### src/include/atc_regs.svh
`ifndef ATC_REGS_SVH
`define ATC_REGS_SVH
// Byte offsets on the register bus
`define ATC_ADDR_W 6
`define ATC_OFF_CTRL 6'h00
`define ATC_OFF_GCTRL 6'h04
`define ATC_OFF_CMPA 6'h08
`define ATC_OFF_CMPB 6'h0C
`define ATC_OFF_TOP 6'h10
`define ATC_OFF_CNT 6'h14
`define ATC_OFF_FLAG 6'h18
`define ATC_OFF_MASK 6'h1C
`define ATC_OFF_PLL 6'h20
// timer_control_reg fields
`define ATC_CTRL_CTC 7
`define ATC_CTRL_PWMA 6
`define ATC_CTRL_COMA_LO 4
`define ATC_CTRL_CS_LO 0
// general_timer_control_reg fields
`define ATC_GCTRL_PWMB 6
`define ATC_GCTRL_COMB_LO 4
`define ATC_GCTRL_PSR 1
// timer_flag_reg and timer_mask_reg fields
`define ATC_FLAG_A 2
`define ATC_FLAG_B 1
`define ATC_FLAG_WRAP 0
`define ATC_FLAG_MASK 8'h07
// pll_control_status_reg fields
`define ATC_PLL_LSM 3
`define ATC_PLL_FCS 2
`define ATC_PLL_EN 1
`define ATC_PLL_LOCK 0
`define ATC_PLL_WMASK 8'h0E
// Reset values
`define ATC_RST_REG 8'h00
`define ATC_RST_TOP 8'hFF
// Counter landmarks
`define ATC_CNT_BOTTOM 8'h00
`define ATC_CNT_ONE 8'h01
`define ATC_CNT_MAX 8'hFF
// Prescaler: 2**14 = 16384 is the deepest division
`define ATC_DIV_LOG 14
`define ATC_SEL_W 4
// Fast peripheral clock rates in MHz
`define ATC_PCK_FAST_MHZ 64
`define ATC_PCK_SLOW_MHZ 32
// Bus responses
`define ATC_RESP_OKAY 2'h0
`define ATC_RESP_SLVERR 2'h2
`endif

### src/include/atc_pkg.sv
package atc_pkg;
  typedef enum logic [1:0] {
    ATC_COM_OFF = 2'h0,
    ATC_COM_TOGGLE = 2'h1,
    ATC_COM_CLEAR = 2'h2,
    ATC_COM_SET = 2'h3
  } atc_com_t;
  typedef logic [7:0] atc_byte_t;
endpackage : atc_pkg

### src/core/atc_prescaler.sv
`timescale 1ns/1ps
`include "atc_regs.svh"
module atc_prescaler #(
  parameter int DIV_LOG = `ATC_DIV_LOG,
  parameter int SEL_W = `ATC_SEL_W
) (
  input wire logic sys_clk,
  input wire logic reset_n,
  input wire logic src_pulse,
  input wire logic presc_clr,
  input wire logic [SEL_W-1:0] clk_sel,
  output logic tick
);
  initial begin
    if (DIV_LOG < 1 || DIV_LOG + 1 > (1 << SEL_W) - 1) begin
      $error("atc_prescaler: select width cannot reach the division depth");
    end
  end

  logic [DIV_LOG-1:0] div_r;
  logic [DIV_LOG-1:0] msk;

  // Select n>0 divides by 2**(n-1): low n-1 bits must all be ones
  function automatic logic [DIV_LOG-1:0] atc_div_mask(input logic [SEL_W-1:0] sel);
    logic [DIV_LOG-1:0] m;
    m = '0;
    for (int i = 0; i < DIV_LOG; i++) begin
      if (i + 1 < int'(sel)) begin
        m[i] = 1'b1;
      end
    end
    return m;
  endfunction : atc_div_mask

  assign msk = atc_div_mask(clk_sel);
  assign tick = src_pulse && (clk_sel != '0) && ((div_r & msk) == msk);

  always_ff @(posedge sys_clk or negedge reset_n) begin
    if (!reset_n) begin
      div_r <= '0;
    end else if (presc_clr) begin
      div_r <= '0;
    end else if (src_pulse) begin
      div_r <= div_r + 1'b1;
    end
  end
endmodule : atc_prescaler

### src/core/atc_core.sv
// The AXI4-Lite interface to the registers and the register offsets were left to the implementer.
`timescale 1ns/1ps
`include "atc_regs.svh"
module atc_core #(
  parameter int FAST_MHZ = `ATC_PCK_FAST_MHZ
) (
  input wire logic sys_clk,
  input wire logic reset_n,
  input wire logic [`ATC_ADDR_W-1:0] s_axi_awaddr,
  input wire logic s_axi_awvalid,
  output logic s_axi_awready,
  input wire logic [31:0] s_axi_wdata,
  input wire logic [3:0] s_axi_wstrb,
  input wire logic s_axi_wvalid,
  output logic s_axi_wready,
  output logic [1:0] s_axi_bresp,
  output logic s_axi_bvalid,
  input wire logic s_axi_bready,
  input wire logic [`ATC_ADDR_W-1:0] s_axi_araddr,
  input wire logic s_axi_arvalid,
  output logic s_axi_arready,
  output logic [31:0] s_axi_rdata,
  output logic [1:0] s_axi_rresp,
  output logic s_axi_rvalid,
  input wire logic s_axi_rready,
  input wire logic fast_peripheral_clock,
  input wire logic pll_locked,
  output logic pll_enable,
  output logic pll_low_speed,
  input wire logic int_global_en,
  input wire logic [2:0] int_ack,
  output logic irq,
  output logic wave_out_a,
  output logic wave_out_a_oe,
  output logic wave_out_a_n,
  output logic wave_out_a_n_oe,
  output logic wave_out_b,
  output logic wave_out_b_oe,
  output logic wave_out_b_n,
  output logic wave_out_b_n_oe
);
  initial begin
    if (FAST_MHZ != `ATC_PCK_FAST_MHZ && FAST_MHZ != `ATC_PCK_SLOW_MHZ) begin
      $error("atc_core: fast clock must be 64 or 32 MHz");
    end
  end

  localparam int CFG_W = 36;

  function automatic logic atc_hit(input logic [`ATC_ADDR_W-1:0] a,
                                   input logic [`ATC_ADDR_W-1:0] off);
    return a == off;
  endfunction : atc_hit

  // Next true level of a wave output on a timer tick
  function automatic logic atc_wave_nxt(input atc_pkg::atc_com_t com, input logic pwm,
                                        input logic mtch, input logic at_one,
                                        input logic cur);
    logic v;
    v = cur;
    if (pwm) begin
      if (mtch) begin
        v = (com == atc_pkg::ATC_COM_SET);
      end else if (at_one) begin
        v = (com != atc_pkg::ATC_COM_SET);
      end
    end else if (mtch) begin
      case (com)
        atc_pkg::ATC_COM_TOGGLE: v = !cur;
        atc_pkg::ATC_COM_CLEAR: v = 1'b0;
        atc_pkg::ATC_COM_SET: v = 1'b1;
        default: v = cur;
      endcase
    end
    return v;
  endfunction : atc_wave_nxt

  // Bus-side registers
  atc_pkg::atc_byte_t ctrl_r, gctrl_r, cmpa_r, cmpb_r, top_r, cnt_wdata_r, mask_r;
  logic [3:0] pll_r;
  logic [2:0] flag_r;
  logic aw_hold_r, w_hold_r, bvalid_r, rvalid_r, psr_wr_r, cnt_wr_r;
  logic [`ATC_ADDR_W-1:0] aw_addr_r;
  logic [7:0] wdata_r;
  logic wstrb0_r;
  logic [1:0] bresp_r, rresp_r;
  logic [31:0] rdata_r;
  logic wr_go, wr_en, mapped_w, mapped_r;
  logic [7:0] rd_nxt;

  assign s_axi_awready = !aw_hold_r && !bvalid_r;
  assign s_axi_wready = !w_hold_r && !bvalid_r;
  assign s_axi_bvalid = bvalid_r;
  assign s_axi_bresp = bresp_r;
  assign s_axi_arready = !rvalid_r;
  assign s_axi_rvalid = rvalid_r;
  assign s_axi_rdata = rdata_r;
  assign s_axi_rresp = rresp_r;
  assign wr_go = aw_hold_r && w_hold_r && !bvalid_r;
  assign wr_en = wr_go && wstrb0_r;
  assign mapped_w = aw_addr_r <= `ATC_OFF_PLL && aw_addr_r[1:0] == 2'h0;
  assign mapped_r = s_axi_araddr <= `ATC_OFF_PLL && s_axi_araddr[1:0] == 2'h0;

  always_ff @(posedge sys_clk or negedge reset_n) begin
    if (!reset_n) begin
      aw_hold_r <= 1'b0;
      w_hold_r <= 1'b0;
      aw_addr_r <= '0;
      wdata_r <= 8'h00;
      wstrb0_r <= 1'b0;
      bvalid_r <= 1'b0;
      bresp_r <= `ATC_RESP_OKAY;
    end else begin
      if (s_axi_awvalid && s_axi_awready) begin
        aw_hold_r <= 1'b1;
        aw_addr_r <= s_axi_awaddr;
      end
      if (s_axi_wvalid && s_axi_wready) begin
        w_hold_r <= 1'b1;
        wdata_r <= s_axi_wdata[7:0];
        wstrb0_r <= s_axi_wstrb[0];
      end
      if (wr_go) begin
        aw_hold_r <= 1'b0;
        w_hold_r <= 1'b0;
        bvalid_r <= 1'b1;
        bresp_r <= mapped_w ? `ATC_RESP_OKAY : `ATC_RESP_SLVERR;
      end else if (bvalid_r && s_axi_bready) begin
        bvalid_r <= 1'b0;
      end
    end
  end

  // Software copies read back at once; timing logic sees synchronised copies
  always_ff @(posedge sys_clk or negedge reset_n) begin
    if (!reset_n) begin
      ctrl_r <= `ATC_RST_REG;
      gctrl_r <= `ATC_RST_REG;
      cmpa_r <= `ATC_RST_REG;
      cmpb_r <= `ATC_RST_REG;
      top_r <= `ATC_RST_TOP;
      cnt_wdata_r <= `ATC_RST_REG;
      mask_r <= `ATC_RST_REG;
      pll_r <= 4'h0;
      psr_wr_r <= 1'b0;
      cnt_wr_r <= 1'b0;
    end else begin
      psr_wr_r <= wr_en && atc_hit(aw_addr_r, `ATC_OFF_GCTRL) && wdata_r[`ATC_GCTRL_PSR];
      cnt_wr_r <= wr_en && atc_hit(aw_addr_r, `ATC_OFF_CNT);
      if (wr_en) begin
        case (aw_addr_r)
          `ATC_OFF_CTRL: ctrl_r <= wdata_r;
          `ATC_OFF_GCTRL: gctrl_r <= wdata_r & 8'h70;
          `ATC_OFF_CMPA: cmpa_r <= wdata_r;
          `ATC_OFF_CMPB: cmpb_r <= wdata_r;
          `ATC_OFF_TOP: top_r <= wdata_r;
          `ATC_OFF_CNT: cnt_wdata_r <= wdata_r;
          `ATC_OFF_MASK: mask_r <= wdata_r & `ATC_FLAG_MASK;
          `ATC_OFF_PLL: pll_r <= 4'(wdata_r & `ATC_PLL_WMASK);
          default: ;
        endcase
      end
    end
  end
  assign pll_enable = pll_r[`ATC_PLL_EN];
  assign pll_low_speed = pll_r[`ATC_PLL_LSM];

  // Pin inputs: two flops before use; third flop only for edge detection
  logic pck_s1_r, pck_s2_r, pck_s3_r, lock_s1_r, lock_s2_r;
  always_ff @(posedge sys_clk or negedge reset_n) begin
    if (!reset_n) begin
      pck_s1_r <= 1'b0;
      pck_s2_r <= 1'b0;
      pck_s3_r <= 1'b0;
      lock_s1_r <= 1'b0;
      lock_s2_r <= 1'b0;
    end else begin
      pck_s1_r <= fast_peripheral_clock;
      pck_s2_r <= pck_s1_r;
      pck_s3_r <= pck_s2_r;
      lock_s1_r <= pll_locked;
      lock_s2_r <= lock_s1_r;
    end
  end

  // Input synchroniser stages for configuration and strobes
  logic [CFG_W-1:0] cfg_w, cfg_s1_r, cfg_s2_r;
  logic psr_s1_r, psr_s2_r, cld_s1_r, cld_s2_r;
  assign cfg_w = {pll_r[`ATC_PLL_FCS], ctrl_r, gctrl_r[6:4], cmpa_r, cmpb_r, top_r};
  always_ff @(posedge sys_clk or negedge reset_n) begin
    if (!reset_n) begin
      cfg_s1_r <= {1'b0, `ATC_RST_REG, 3'h0, `ATC_RST_REG, `ATC_RST_REG, `ATC_RST_TOP};
      cfg_s2_r <= {1'b0, `ATC_RST_REG, 3'h0, `ATC_RST_REG, `ATC_RST_REG, `ATC_RST_TOP};
      psr_s1_r <= 1'b0;
      psr_s2_r <= 1'b0;
      cld_s1_r <= 1'b0;
      cld_s2_r <= 1'b0;
    end else begin
      cfg_s1_r <= cfg_w;
      cfg_s2_r <= cfg_s1_r;
      psr_s1_r <= psr_wr_r;
      psr_s2_r <= psr_s1_r;
      cld_s1_r <= cnt_wr_r;
      cld_s2_r <= cld_s1_r;
    end
  end

  logic fcs, ctc, pwm_a, pwm_b, pwm_any, tick, src_pulse, top_hit, clr_top, wrap;
  logic mtch_a, mtch_b;
  atc_pkg::atc_com_t com_a, com_b;
  atc_pkg::atc_byte_t cmpa_s, cmpb_s, top_s, cmpa_act_r, cmpb_act_r, cnt_r, cnt_nxt;
  // Layout: select 35, ctrl 34:27, gctrl[6:4] 26:24, cmp a 23:16, cmp b 15:8, top 7:0
  assign fcs = cfg_s2_r[35];
  assign ctc = cfg_s2_r[34];
  assign pwm_a = cfg_s2_r[33];
  assign com_a = atc_pkg::atc_com_t'(cfg_s2_r[32:31]);
  assign pwm_b = cfg_s2_r[26];
  assign com_b = atc_pkg::atc_com_t'(cfg_s2_r[25:24]);
  assign cmpa_s = cfg_s2_r[23:16];
  assign cmpb_s = cfg_s2_r[15:8];
  assign top_s = cfg_s2_r[7:0];
  assign pwm_any = pwm_a || pwm_b;
  assign src_pulse = fcs ? (pck_s2_r && !pck_s3_r) : 1'b1;

  atc_prescaler #(
    .DIV_LOG(`ATC_DIV_LOG),
    .SEL_W(`ATC_SEL_W)
  ) u_presc (
    .sys_clk(sys_clk),
    .reset_n(reset_n),
    .src_pulse(src_pulse),
    .presc_clr(psr_s2_r),
    .clk_sel(cfg_s2_r[`ATC_SEL_W+26:27]),
    .tick(tick)
  );

  assign top_hit = cnt_r == top_s;
  assign clr_top = ctc || pwm_any;
  assign mtch_a = tick && cnt_r == cmpa_act_r;
  assign mtch_b = tick && cnt_r == cmpb_act_r;
  always_comb begin
    cnt_nxt = cnt_r + 8'h01;
    if (clr_top && top_hit) begin
      cnt_nxt = `ATC_CNT_BOTTOM;
    end
  end
  assign wrap = tick && cnt_nxt == `ATC_CNT_BOTTOM &&
                (cnt_r == `ATC_CNT_MAX || (pwm_any && top_hit));

  always_ff @(posedge sys_clk or negedge reset_n) begin
    if (!reset_n) begin
      cnt_r <= `ATC_CNT_BOTTOM;
    end else if (cld_s2_r) begin
      cnt_r <= cnt_wdata_r;
    end else if (tick) begin
      cnt_r <= cnt_nxt;
    end
  end

  // Held compare values load at top in PWM, directly otherwise
  always_ff @(posedge sys_clk or negedge reset_n) begin
    if (!reset_n) begin
      cmpa_act_r <= `ATC_RST_REG;
      cmpb_act_r <= `ATC_RST_REG;
    end else begin
      if (!pwm_a || (tick && top_hit)) begin
        cmpa_act_r <= cmpa_s;
      end
      if (!pwm_b || (tick && top_hit)) begin
        cmpb_act_r <= cmpb_s;
      end
    end
  end

  // One tick of dead time: complement falls at bottom a tick before the true output rises; both flip together on a match
  logic wa_r, wa_n_r, wb_r, wb_n_r, at_one, at_zero;
  assign at_one = cnt_nxt == `ATC_CNT_ONE;
  assign at_zero = cnt_nxt == `ATC_CNT_BOTTOM;
  always_ff @(posedge sys_clk or negedge reset_n) begin
    if (!reset_n) begin
      wa_r <= 1'b0;
      wa_n_r <= 1'b0;
      wb_r <= 1'b0;
      wb_n_r <= 1'b0;
    end else if (tick) begin
      wa_r <= atc_wave_nxt(com_a, pwm_a, mtch_a, at_one, wa_r);
      wb_r <= atc_wave_nxt(com_b, pwm_b, mtch_b, at_one, wb_r);
      wa_n_r <= mtch_a ? 1'b1 : (at_zero ? 1'b0 : wa_n_r);
      wb_n_r <= mtch_b ? 1'b1 : (at_zero ? 1'b0 : wb_n_r);
    end
  end
  assign wave_out_a = wa_r;
  assign wave_out_b = wb_r;
  assign wave_out_a_n = wa_n_r;
  assign wave_out_b_n = wb_n_r;
  assign wave_out_a_oe = com_a != atc_pkg::ATC_COM_OFF;
  assign wave_out_b_oe = com_b != atc_pkg::ATC_COM_OFF;
  assign wave_out_a_n_oe = pwm_a && com_a == atc_pkg::ATC_COM_TOGGLE;
  assign wave_out_b_n_oe = pwm_b && com_b == atc_pkg::ATC_COM_TOGGLE;

  // Output synchroniser stages for count and flag events
  logic [2:0] ev_o1_r, ev_o2_r, flag_clr;
  atc_pkg::atc_byte_t cnt_o1_r, cnt_o2_r;
  always_ff @(posedge sys_clk or negedge reset_n) begin
    if (!reset_n) begin
      ev_o1_r <= 3'h0;
      ev_o2_r <= 3'h0;
      cnt_o1_r <= `ATC_CNT_BOTTOM;
      cnt_o2_r <= `ATC_CNT_BOTTOM;
    end else begin
      ev_o1_r <= {mtch_a, mtch_b, wrap};
      ev_o2_r <= ev_o1_r;
      cnt_o1_r <= cnt_r;
      cnt_o2_r <= cnt_o1_r;
    end
  end

  assign flag_clr = int_ack |
    ((wr_en && atc_hit(aw_addr_r, `ATC_OFF_FLAG)) ? wdata_r[2:0] : 3'h0);
  always_ff @(posedge sys_clk or negedge reset_n) begin
    if (!reset_n) begin
      flag_r <= 3'h0;
    end else begin
      flag_r <= (flag_r & ~flag_clr) | ev_o2_r;
    end
  end
  assign irq = int_global_en && |(flag_r & mask_r[2:0]);

  always_comb begin
    case (s_axi_araddr)
      `ATC_OFF_CTRL: rd_nxt = ctrl_r;
      `ATC_OFF_GCTRL: rd_nxt = gctrl_r;
      `ATC_OFF_CMPA: rd_nxt = cmpa_r;
      `ATC_OFF_CMPB: rd_nxt = cmpb_r;
      `ATC_OFF_TOP: rd_nxt = top_r;
      `ATC_OFF_CNT: rd_nxt = cnt_o2_r;
      `ATC_OFF_FLAG: rd_nxt = {5'h00, flag_r};
      `ATC_OFF_MASK: rd_nxt = mask_r;
      `ATC_OFF_PLL: rd_nxt = {4'h0, pll_r[3:1], lock_s2_r};
      default: rd_nxt = 8'h00;
    endcase
  end
  always_ff @(posedge sys_clk or negedge reset_n) begin
    if (!reset_n) begin
      rvalid_r <= 1'b0;
      rdata_r <= 32'h0000_0000;
      rresp_r <= `ATC_RESP_OKAY;
    end else if (s_axi_arvalid && s_axi_arready) begin
      rvalid_r <= 1'b1;
      rdata_r <= {24'h000000, rd_nxt};
      rresp_r <= mapped_r ? `ATC_RESP_OKAY : `ATC_RESP_SLVERR;
    end else if (rvalid_r && s_axi_rready) begin
      rvalid_r <= 1'b0;
    end
  end
endmodule : atc_core

### config.mk
export PLATFORM = sky130hd
export DESIGN_NAME = atc_core
export DESIGN_NICKNAME = d
export VERILOG_FILES = /design/src/include/atc_pkg.sv /design/src/core/atc_prescaler.sv /design/src/core/atc_core.sv
export VERILOG_INCLUDE_DIRS = /design/src /design/src/include
export SDC_FILE = /design/constraint.sdc
export NUM_CORES = 1
export LEC_CHECK = 0
export ABC_CLOCK_PERIOD_IN_PS = 2200
export BUFFER_PORTS_ARGS = -buffer_cell sky130_fd_sc_hd__buf_2
export CORE_ASPECT_RATIO = 0.75
export CORE_UTILIZATION = 52
export CTS_BUF_LIST = sky130_fd_sc_hd__clkbuf_8 sky130_fd_sc_hd__clkbuf_16
export DETAILED_ROUTE_END_ITERATION = 6
export GPL_TIMING_DRIVEN = 0
export PLACE_DENSITY_LB_ADDON = 0.08
export SLEW_MARGIN = 10
export SYNTH_ARGS = -nofsm -noshare
export SYNTH_HDL_FRONTEND = slang
export SYNTH_SLANG_ARGS = --single-unit
### constraint.sdc
create_clock -name sys_clk -period 2.2 [get_ports sys_clk]
set_input_delay 0.33 -clock sys_clk [delete_from_list [all_inputs] [get_ports sys_clk]]
set_output_delay 0.33 -clock sys_clk [all_outputs]
set_load 0.005 [all_outputs]
Word-level counts from Yosys, hierarchy flattened
Index checks and enable logic that the tools add are counted.
Widths: inputs -> output; s select.
{ "totals": {"register_bits": 230, "input_bits": 61, "out_inout_bits": 52, "elab_cells": 221} }
{ "op_classes": {"addsub": 2, "magnitude_cmp": 16, "n_eq_ne": 30, "mux": 45, "n_bitwise": 6, "n_reduce_logical": 78} }
{ "op_table": {"columns": ["cell", "count"], "rows": [
  ["$pmux 8 s9", 1],
  ["$eq 6x5->1 const B", 8],
  ["$mux 1", 34],
  ["$logic_and 1x1->1", 29],
  ["$lt 4x4->1 const A", 7],
  ["$mux 14", 2],
  ["$reduce_bool 2->1", 14],
  ["$eq 6x4->1 const B", 4],
  ["$eq 8x8->1", 3],
  ["$mux 8", 3],
  ["$reduce_and 2->1", 10],
  ["$lt 3x4->1 const A", 4],
  ["$add 14x1->14 const B", 1],
  ["$and 14x14->14", 1],
  ["$eq 14x14->1", 1],
  ["$eq 6x3->1 const B", 2],
  ["$eq 6x6->1 const B", 2],
  ["$le 6x6->1 const B", 2],
  ["$logic_not 6->1", 2],
  ["$reduce_bool 4->1", 3],
  ["$logic_not 1->1", 9],
  ["$add 8x1->8 const B", 1],
  ["$eq 2x2->1 const B", 4],
  ["$eq 8x1->1 const B", 1],
  ["16 further kinds", 29]
]} }

Logic depth before layout (Yosys ltp)
Gate-level depths: netlist of the first run.
{ "logic_depth": {"depth_word": 9, "ltp_mapped": 9, "mapped_depth_nobuf": 7} }

Hierarchy
Synthesis of the first run repeated with hierarchy kept, for this count alone.
{ "hier_totals": {"cells_unflattened": 725, "hier_area_um2": 9322.7} }
{ "modules_own_cells": {"columns": ["module", "instances", "cells_each", "area_each_um2", "seq_area_each_um2"], "rows": [
  ["atc_core", 1, 625, 8448.1, 5385.2],
  ["atc_prescaler", 1, 100, 874.6, 350.3]
]} }

Least setup slack after synthesis of the first run
OpenSTA, ideal clock, no wires.
{ "synth_timing": {"path_kind": "register to register", "startpoint": "reg cfg_s2_r[28]", "endpoint": "reg cmpa_act_r[0]", "setup_time_ps": 125, "arrival_time_ps": 2116, "t_required_ps": 2075, "setup_slack_ps": -40, "path_stages_with_launch": 8, "n_path_buf": 1, "synth_period_minus_slack_ps": 2240, "path_cell_list": "dfrtp_1 > o21bai_1 > a41oi_1 > a311o_1 > or3_1 > buf_6 > o21ai_2 > mux2_2"} }
{ "synth_via": {"elab_chain_cells": 7, "elab_cells_between_ends": 35, "cone_classes": "14 x order compare; 1 x eq/ne; 14 x mux; 1 x bitwise; 5 x reduce/logical"} }
{ "synth_rtl": {"columns": ["element", "line", "text"], "rows": [
  ["from (decl)", "atc_core.sv:187", "logic [CFG_W-1:0] cfg_w, cfg_s1_r, cfg_s2_r;"],
  ["from (signal assigned)", "atc_core.sv:193", "cfg_s2_r <= {1'b0, `ATC_RST_REG, 3'h0, `ATC_RST_REG, `ATC_RST_REG, `ATC_RST_TOP};"],
  ["from (signal assigned)", "atc_core.sv:200", "cfg_s2_r <= cfg_s1_r;"],
  ["$lt 1x4->1, or another cell as far along", "atc_prescaler.sv:28", "if (i + 1 < int'(sel)) begin"],
  ["$mux 1", "atc_prescaler.sv:28", null],
  ["$and 14x14->14", "atc_prescaler.sv:36", "assign tick = src_pulse && (clk_sel != '0) && ((div_r & msk) == msk);"],
  ["$eq 14x14->1", "atc_prescaler.sv:36", null],
  ["$logic_and 1x1->1 *", "atc_prescaler.sv:36", null],
  ["$logic_and 1x1->1 *", "atc_core.sv:266", "if (!pwm_a || (tick && top_hit)) begin"],
  ["$logic_or 1x1->1 *", "atc_core.sv:266", null],
  ["to (signal assigned)", "atc_core.sv:263", "cmpa_act_r <= `ATC_RST_REG;"],
  ["to (signal assigned)", "atc_core.sv:267", "cmpa_act_r <= cmpa_s;"],
  ["to (decl)", "atc_core.sv:211", "atc_pkg::atc_byte_t cmpa_s, cmpb_s, top_s, cmpa_act_r, cmpb_act_r, cnt_r, cnt_nxt;"]
]} }
Every way passes the cells marked *; elsewhere a longest branch is shown, timed or not.
A chain may end at the register's enable or synchronous reset.

Worst setup path in the final report of the first run
{ "layout_timing": {"startpoint": "reg cfg_s2_r[27]", "endpoint": "reg cmpb_act_r[4]"} }
{ "layout_via": {"elab_chain_cells": 7, "elab_cells_between_ends": 35, "cone_classes": "14 x order compare; 1 x eq/ne; 14 x mux; 1 x bitwise; 5 x reduce/logical"} }
{ "layout_rtl": {"columns": ["element", "line", "text"], "rows": [
  ["$lt 1x4->1, or another cell as far along", "atc_prescaler.sv:28", null],
  ["$mux 1", "atc_prescaler.sv:28", null],
  ["$and 14x14->14", "atc_prescaler.sv:36", null],
  ["$eq 14x14->1", "atc_prescaler.sv:36", null],
  ["$logic_and 1x1->1 *", "atc_prescaler.sv:36", null],
  ["$logic_and 1x1->1 *", "atc_core.sv:269", "if (!pwm_b || (tick && top_hit)) begin"],
  ["$logic_or 1x1->1 *", "atc_core.sv:269", null],
  ["to (signal assigned)", "atc_core.sv:264", "cmpb_act_r <= `ATC_RST_REG;"],
  ["to (signal assigned)", "atc_core.sv:270", "cmpb_act_r <= cmpb_s;"],
  ["to (decl)", "atc_core.sv:211", null]
]} }
Marked as above.

==> flow_summary.yaml, run 1 <==
status:
  outcome: "complete, but fails checks"
  violations: "setup timing"
die:
  fp.dieH_um: 116
  die_width_um: 154
  boundaryPins: 113
  rows: 41
  dieArea_um2: 17900
  core_region_area_um2: 16900
  start_util: 0.534
clock_tree:
  cts-htree-levels: 1
  clk_pin_slew_ps: 60
  cts-root-buf: "clkbuf_16"
  cts_sinks: 228
  clk_latency_ps: 500
  clockBufferDepth: 3
  numCtsBuffers: 22
  cts_tree: "yes"
placed_design:
  dp_cells: 999
  gp_congestion: 0.921
  portBuffers: 57
  place_area_um2: 9720
  dpl.hpwl_um: 13800
  place_ws_ps: -713
yosys:
  ys_ff_latch: 228
  synth_edf_count: 0
  synth_cells: 700
  avgSynthCellArea_um2: 12.9
  synth_cell_types: 60
  yosysWarnings: 0
  netlist_area_um2: 9010
  synthArstFlopShare: 1.00
  ys.flop_type: "dfrtp_1"
  ys_seq_area_frac: 0.636
detailed_routing:
  routed_wl_um: 20200
  first_iter_violations: 495
  vias: 5892
  drc: 0
  wl_per_cell_um: 19.1
  ant_nets: 0
  avgViaCountPerCell: 5.57
  drtPass1Iterations: 5
job:
  drv_cap: 0
finish:
  layout-drive-gt1-share: 0.360
  num-fill-cells: 1226
  final_cell_count_no_fill: 1058
  area_delta_synth_final_pct: 23.4
  nets: 890
  finalInstanceArea_um2: 11100
timing:
  layout_min_cycle_time_ps: 2470
  worst_pin_slew_ps: 734
  final_hold_viol_count: 0
  fin_crit_sh: 1.12
  finalWorstSetupSlack_ps: -268
  slew_violations: 0
  relSlewSlack: 0.510
  rsz0062_at_grt: "true"
  finClkSkew_ps: 9.05
  max_freq_ghz: 0.405
  worst_hold_slack_ps: 31.0
  setup-violations-final: 28
setup_path:
  start_kind: "flop"
  r2r-start: "cfg_s2_r[27]"
  reg2reg_depth: 9
  cp-end-kind: "flop"
  path_class: "flop to flop"
  worstPathCellList: "o31ai_2 > a21oi_1 > a311o_1 > or3_1 > buf_6 > buf_12 > o21ai_4 > buf_4 > mux2_2"
  crit_arrival_ps: 2840
  crit_fanout: 6
  cp_num_cells: 9
  cp-startpoint: "cfg_s2_r[27]"
  critical_path_required_ps: 2580
  max_stage_delay_ps: 450
  critical_path.top_delay_family: "compound AO/OA/AOI/OAI gates"
  path_buf_inv: 3
  cpMaxStageDelayCell: "dfrtp_2"
global_route:
  grt_usage: 0.236
  antenna_found_initial: 0
  grt_pass1_wl_um: 32200
  grt_max_degree: 100
  grt_overflow_total: 0
  first_global_vias: 5896
worst_hold_path:
  whs_path_depth: 2
  hp-class: "input pin to flop"
  holdCritStartpoint: "s_axi_rready"
pwr:
  leakage_uw: 0.00535
  irDropWorstVdd_mv: 0.821
  p_per_area_nw_per_um2: 1320
[metrics by stage]
step            util  total power (uW)  TNS (ps)
6_report       0.659             14700     -5100
3_3_place_gp   0.572              9220   -632430
5_1_grt        0.659             15400     -7480
4_1_cts        0.643             14000     -4650
3_5_place_dp   0.576              9390    -26580
2_1_floorplan      -              8240      -645
[where the power goes]
group          switching [uW]  internal (uW)
sequential               1100           5510
clock                    1550           2380
combinational            1930           2180
total                    4580          10100
[worst register-to-register path, cell delays in order, from the launching register on]
cell and delay (ps):
dfrtp_2 450, o31ai_2 250, a21oi_1 60, a311o_1 340
or3_1 320, buf_6 150, buf_12 130, o21ai_4 150
buf_4 150, mux2_2 350
[per-layer routing]
| metal | global-route usage | up-vias | part of all wire | wire length, um |
|---|---|---|---|---|
| li1 | - | 2671 | - | - |
| met1 | 0.367 | 2996 | 0.50 | 10000 |
| met2 | 0.346 | 192 | 0.43 | 8670 |
| met3 | 0.0419 | 33 | 0.054 | 1090 |
| met4 | 0.0533 | 0 | 0.018 | 360 |
| met5 | 0 | - | 0 | 0 |
[cell usage in the layout, fill, tap and decap left out, types with 5 or more instances in the layout]
cell,instances
dfrtp_1,197
mux2_2,67
buf_2,57
nand2_1,43
nor2_1,42
buf_4,38
o21ai_0,28
conb_1,26
dfstp_2,24
clkbuf_16,23
xor2_1,22
a21oi_1,20
nand3_1,16
mux2_4,15
inv_1,13
xnor2_1,13
clkbuf_1,11
nand4_1,9
mux2i_1,9
a31oi_1,7
dfrtp_2,7
buf_12,7
nor2b_1,6
and2_1,6
clkbuf_8,6
nor3_1,5
nand2b_1,5
buf_6,5
a21o_1,5
[cell usage after synthesis, types with 6 or more instances]
master	n	share of area
nor3_1	7	0.0039
nor2b_1	6	0.0042
nor2_1	47	0.020
a21oi_1	21	0.012
nand3_1	18	0.010
a21o_1	6	0.0050
dfrtp_1	204	0.57
nand2_1	44	0.018
and2_1	6	0.0042
nand4_1	9	0.0062
xnor2_1	13	0.013
mux2i_1	9	0.010
inv_1	10	0.0042
buf_4	26	0.022
dfstp_2	24	0.070
xor2_1	22	0.021
clkbuf_1	20	0.0083
a31oi_1	10	0.0069
o21ai_0	33	0.018
mux2_2	82	0.10
[worst paths after layout]
path | endpoint | slack, ps
min in group asynchronous | aw_addr_r[4] | 310
max in group asynchronous | cnt_r[5] | 710
min | s_axi_rvalid | 30
max | cmpb_act_r[4] | -270
min reg2reg | cnt_o2_r[4] | 340
max reg2reg | cmpb_act_r[4] | -270
[cells by family (layout without fill, tap and decap cells)]
group           count (synthesis)  count (layout)  share of synthesized area
fa+ha+maj                       2               2                    0.00278
other cells                     1              27                   0.000416
xor+xnor                       35              35                     0.0340
flops                         228             228                      0.636
buf+inv                        60             177                     0.0367
compound gates                110             110                     0.0808
simple gates                  172             172                     0.0939
mux                            92              92                      0.115
[flip-flops by register name, indices dropped and copies added, names as in the netlist, 6 cells and up]
signal and cells:
aw_addr_r 6, cfg_s1_r 36, cfg_s2_r 36, cmpa_act_r 8, cmpa_r 8, cmpb_act_r 8
cmpb_r 8, cnt_o1_r 8, cnt_o2_r 8, cnt_r 8, cnt_wdata_r 8, ctrl_r 8
s_axi_rdata 8, top_r 8, u_presc.div_r 14, wdata_r 8
[area by class of cell]
class | count | area (um2) | area share
well taps | 215 | 269 | 0.0242
inverters | 11 | 41.3 | 0.00371
plain buffers | 43 | 287 | 0.0258
diodes | 1 | 2.50 | 0.000225
multi-input cells | 437 | 3350 | 0.301
clock buffers | 28 | 633 | 0.0569
flip-flops and latches | 228 | 5740 | 0.516
repair buffers | 84 | 661 | 0.0594
clock inverters | 11 | 138 | 0.0124
[what timing repair did]
item	CTS	global route
cloned	0	1
endpoints found under the hold margin	42	0
pin swaps	16	12
hold buffers	4	0
resized for setup	51	45
endpoints found under the setup margin	71	45
setup buffers	12	8
No activity file was read; power rests on OpenSTA's default activity.
==> run 2: changes to the inputs <==
Settings changed: ABC_CLOCK_PERIOD_IN_PS 2200 to 3200, CORE_ASPECT_RATIO 0.75 to 1.1, CORE_UTILIZATION 52 to 62.
Clock period 2.2 ns to 3.2 ns, I/O delays scaled along.
==> flow_summary.yaml, run 2 (synthesis gave the netlist of run 1 again) <==
status:
  outcome: "finished clean"
finish:
  mostFrequentLayoutCells: "dfrtp_1 (204), mux2_2 (82), buf_2 (56), nor2_1 (47), nand2_1 (44)"
  nets: 873
  reg.largest.list: "cfg_s1_r x36, cfg_s2_r x36, u_presc.div_r x14"
  register_area_um2: 5740
  layout-drive-gt1-share: 0.289
  num-fill-cells: 928
  layout_commonest_cell: "dfrtp_1"
  antenna_cells: 0
  finalInstanceArea_um2: 10500
  postLayoutCoreUtil: 0.746
  multiInputGateArea_um2: 3050
  area_delta_synth_final_pct: 16.0
timing:
  final_hold_viol_count: 0
  setup-violations-final: 0
  worst_pin_slew_ps: 918
  layout_min_cycle_time_ps: 2890
  max_freq_ghz: 0.345
  relSlewSlack: 0.384
  finClkSkew_ps: 10.2
  rsz0062_at_grt: "false"
  slew_violations: 0
  fin_crit_sh: 0.905
setup_path:
  crit_arrival_ps: 3270
  cp-end-kind: "flop"
  path_class: "flop to flop"
  critical_path_required_ps: 3580
  start_kind: "flop"
  crit_fanout: 9
clock_tree:
  cts_tree: "yes"
  cts-root-buf: "clkbuf_16"
  post_cts_buffers: 0
  cts_sinks: 228
  clk_latency_ps: 500
  clk_pin_slew_ps: 60
  clockBufferDepth: 3
  cts-htree-levels: 1
  numCtsBuffers: 23
die:
  core_region_area_um2: 14000
  boundaryPins: 113
  dieArea_um2: 15000
  fp.dieH_um: 128
  start_util: 0.643
  rows: 45
  die_width_um: 117
detailed_routing:
  routed_wl_um: 18800
  avgViaCountPerCell: 5.76
  drtPass1Iterations: 6
  first_iter_violations: 471
  wl_per_cell_um: 18.5
  vias: 5840
  ant_nets: 0
  drc: 0
pwr:
  leakage_uw: 0.00509
  irDropWorstVdd_mv: 0.574
  share_comb_of_total_power: 0.214
  p_per_area_nw_per_um2: 865
  power.switching_uw: 2760
  p_int_uw: 6280
  pwr-share-clk: 0.291
  p_total_uw: 9040
  p_seq_frac: 0.496
  swShare: 0.305
placed_design:
  dpl.hpwl_um: 13100
  place_area_um2: 9690
  gp_congestion: 0.886
  portBuffers: 57
global_route:
  grt_max_degree: 93
  first_global_vias: 5846
  grt_usage: 0.271
  grt_overflow_total: 0
  grt_pass1_wl_um: 30600
  antenna_found_initial: 0
worst_hold_path:
  hp-class: "input pin to flop"
job:
  drv_cap: 0
run 2: critical path, stage by stage, from the launching register on:
cell	delay, ps
dfrtp_1	440
clkbuf_1	470
xor2_1	130
nor4_1	550
nand2_1	270
o21ai_2	510
mux2_2	400
run 2: through the flow:
step	TNS [ps]	setup slack, ps	cells	hold WS, ps
after floorplan	0	960	725	184
after global placement	-398040	-1900	970	332
after detailed placement	0	408	972	335
after CTS	0	387	1014	69.5
after global routing	0	85.1	1014	71.9
final	0	305	1014	81.9
run 2: final cells by class:
cell class,count,area share
plain buffers,49,0.0276
multi-input cells,437,0.291
well taps,188,0.0225
flip-flops and latches,228,0.549
clock inverters,13,0.0101
inverters,11,0.00395
repair buffers,60,0.0345
clock buffers,28,0.0616
run 2: final timing paths:
| kind | slack (ps) | depth (start not counted) | from | to |
|---|---|---|---|---|
| worst max-delay path | 310 | 6 | cnt_r[0] | cmpa_act_r[6] |
| worst min-delay path | 80 | 1 | pll_locked | lock_s1_r |
| worst max register to register | 310 | 6 | cnt_r[0] | cmpa_act_r[6] |
| worst min register to register | 350 | 0 | ev_o1_r[0] | ev_o2_r[0] |
| max in group asynchronous | 1880 | 3 | reset_n | top_r[3] |
| min in group asynchronous | 510 | 2 | reset_n | u_presc.div_r[7] |
run 2: routing by layer:
metal	global-route usage	up-vias	share of wire
li1	-	2626	-
met1	0.391	2934	0.43
met2	0.425	229	0.48
met3	0.0344	51	0.058
met4	0.106	0	0.031
met5	0	-	0
run 2: what timing repair did:
action | 4_1_cts | 5_1_grt
hold endpoints to repair | 66 | 0
hold buffers | 1 | 0
resized for setup | 0 | 0
run 2: power by group through the flow:
stage	Clock, uW	Sequential (uW)	Combinational (uW)
after floorplan	0	4230	1430
after global placement	0	4450	1830
after detailed placement	0	4510	1910
after CTS	2680	4470	1940
after global routing	2790	4580	2140
final	2630	4480	1930
==> run 3: changes to the inputs <==
Settings changed: ABC_AREA set to 1, CELL_PAD_IN_SITES_DETAIL_PLACEMENT set to 0, CELL_PAD_IN_SITES_GLOBAL_PLACEMENT set to 1, CORE_UTILIZATION 62 to 48.
==> flow_summary.yaml, run 3 <==
yosys:
  synth.cells.most_frequent: "nand2_1 (239), dfrtp_1 (204), inv_1 (102)"
  synthArstFlopShare: 1.00
  ys_ff_latch: 228
  synth_cells: 955
  ys.flop_type: "dfrtp_1"
  synth.area.top_cells: "dfrtp_1 (55%), nand2_1 (9.6%), dfstp_2 (6.8%), inv_1 (4.1%), o21ai_0 (3.9%)"
  synth_top_cell_by_area: "dfrtp_1"
  synth_top_area_share: 0.549
  synth_cell_types: 51
  yosysWarnings: 0
  avgSynthCellArea_um2: 9.74
  yosysMostFrequentCell: "nand2_1"
  netlist_area_um2: 9300
  synth_edf_count: 0
  ys_seq_area_frac: 0.617
global_route:
  grt_max_degree: 116
  antenna_found_initial: 0
  grt_pass1_wl_um: 34300
  first_global_vias: 6279
  grt_overflow_total: 0
  grt_usage: 0.225
setup_path:
  critical_path.top_delay_family: "flip-flops"
  path_buf_inv: 2
  cp-end-kind: "flop"
  critical_path_required_ps: 3610
  max_stage_delay_ps: 610
  crit_fanout: 8
  cp_common_cell: "nand2_1"
  cpMaxStageDelayCell: "dfrtp_1"
  crit_arrival_ps: 2600
  worstPathCellList: "ha_1 > nand2_1 > inv_1 > nand3_1 > o21ai_0 > nand2_1 > o21ai_2 > nand2_1 > clkinv_1 > nand3_1 > a21oi_1"
  path_class: "flop to flop"
  start_kind: "flop"
worst_hold_path:
  hp-class: "input pin to flop"
detailed_routing:
  wl_per_cell_um: 15.9
  drtPass1Iterations: 5
  first_iter_violations: 414
  avgViaCountPerCell: 4.90
  routed_wl_um: 21200
  ant_nets: 0
  vias: 6513
  drc: 0
timing:
  fin_crit_sh: 0.686
  finClkSkew_ps: 9.92
  max_freq_ghz: 0.455
  final_hold_viol_count: 0
  layout_min_cycle_time_ps: 2200
  relSlewSlack: 0.623
  setup-violations-final: 0
  slew_violations: 0
  rsz0062_at_grt: "false"
  worst_pin_slew_ps: 566
die:
  die_width_um: 135
  fp.dieH_um: 148
  dieArea_um2: 19900
  start_util: 0.489
  rows: 53
  boundaryPins: 113
  core_region_area_um2: 19000
finish:
  antenna_cells: 0
  reg.largest.list: "cfg_s1_r x36, cfg_s2_r x36, u_presc.div_r x14"
  layout-drive-gt1-share: 0.189
  multiInputGateArea_um2: 2920
  num-fill-cells: 1743
  nets: 1130
  finalInstanceArea_um2: 10900
  register_area_um2: 5740
  mostFrequentLayoutCells: "nand2_1 (239), dfrtp_1 (204), inv_1 (107), o21ai_0 (73), buf_2 (66)"
  final_cell_count_no_fill: 1330
  area_delta_synth_final_pct: 16.8
  layout_commonest_cell: "nand2_1"
clock_tree:
  numCtsBuffers: 23
  clockBufferDepth: 3
  cts_sinks: 228
  post_cts_buffers: 0
  cts-root-buf: "clkbuf_16"
  cts_tree: "yes"
  clk_latency_ps: 510
  clk_pin_slew_ps: 60
  cts-htree-levels: 1
placed_design:
  gp_congestion: 0.864
  portBuffers: 59
  dpl.hpwl_um: 15200
  dp_cells: 1288
  place_area_um2: 10100
pwr:
  irDropWorstVdd_mv: 0.504
  leakage_uw: 0.00548
  p_per_area_nw_per_um2: 809
status:
  outcome: "finished clean"
job:
  drv_cap: 0
-- run 3: cell types whose count changed in the layout (fill, tap and decap cells not counted), moves of 7 or more --
cell      previous run  this run
nand2_1             44       239
inv_1               18       107
mux2_2              82         3
o21ai_0             33        73
nand3_1             18        41
a21oi_1             21        39
nor2_1              47        64
xor2_1              22         7
clkbuf_1            20         7
buf_2               56        66
mux2i_1              9         0
nand2_4              0         7
-- run 3: final cells by class --
cell class,count,share of cell area
Tap cell,247,0.0285
Buffer,47,0.0304
Multi-Input combinational cell,596,0.269
Sequential cell,228,0.528
Inverter,109,0.0377
Clock buffer,24,0.0543
Clock inverter,17,0.0180
Timing Repair Buffer,62,0.0341
-- run 3: through the flow --
| stage | setup TNS (ps) | power, uW | utilization | setup slack, ps | hold slack [ps] |
|---|---|---|---|---|---|
| floorplan | 0 | 5310 | - | 1540 | 184 |
| global placement | -479700 | 6010 | 0.525 | -2270 | 331 |
| detailed placement | 0 | 6060 | 0.529 | 990 | 292 |
| CTS | 0 | 8880 | 0.570 | 970 | 54.6 |
| global route | 0 | 9310 | 0.570 | 811 | 53.2 |
| finish | 0 | 8790 | 0.570 | 1000 | 80.2 |
-- run 3: cell families after synthesis --
kind of cell | after synthesis | share of synthesized area
other | 1 | 0.000403
AOI/OAI and AO/OA | 154 | 0.0955
and+or+nand+nor | 397 | 0.188
xor gates and xnor gates | 14 | 0.0132
muxes | 3 | 0.00363
adders and majority gates | 2 | 0.00269
buffers and inverters | 156 | 0.0795
DFF | 228 | 0.617
-- run 3: worst paths after layout --
path | to | cells after the start | slack (ps) | startpoint
worst min register to register | cfg_s2_r[22] | 0 | 340 | cfg_s1_r[22]
worst max-delay path | ev_o1_r[0] | 11 | 1000 | cnt_r[1]
min in group asynchronous | cmpb_act_r[7] | 2 | 370 | reset_n
worst max register to register | ev_o1_r[0] | 11 | 1000 | cnt_r[1]
worst min-delay path | pck_s1_r | 1 | 80 | fast_peripheral_clock
max in group asynchronous | u_presc.div_r[4] | 3 | 2070 | reset_n
-- run 3: report_power, final --
part           leakage, uW  switching (uW)  internal, uW
clock             0.000399            1110          1660
combinational      0.00212            1240           701
sequential         0.00296             465          3600
total              0.00548            2820          5960
-- run 3: worst reg2reg max path: cells and delay by family (launching register included) --
kind / cells / cell delay [ps]
adders and majority gates: 1 / 260
DFF: 1 / 610
AOI/OAI and AO/OA: 3 / 520
and+or+nand+nor: 5 / 550
buffers and inverters: 2 / 170
-- run 3: per-layer routing --
metal,wire length (um),vias to the layer above,track usage
met5,0,-,0
met4,491,0,0.0674
met3,1040,36,0.0350
met2,9860,175,0.359
met1,9810,3069,0.319
li1,-,3233,-
-- run 3: timing repair --
action                                 CTS  global route
endpoints found under the hold margin    6             0
gates resized for setup                  0             0
hold buffers                             1             0
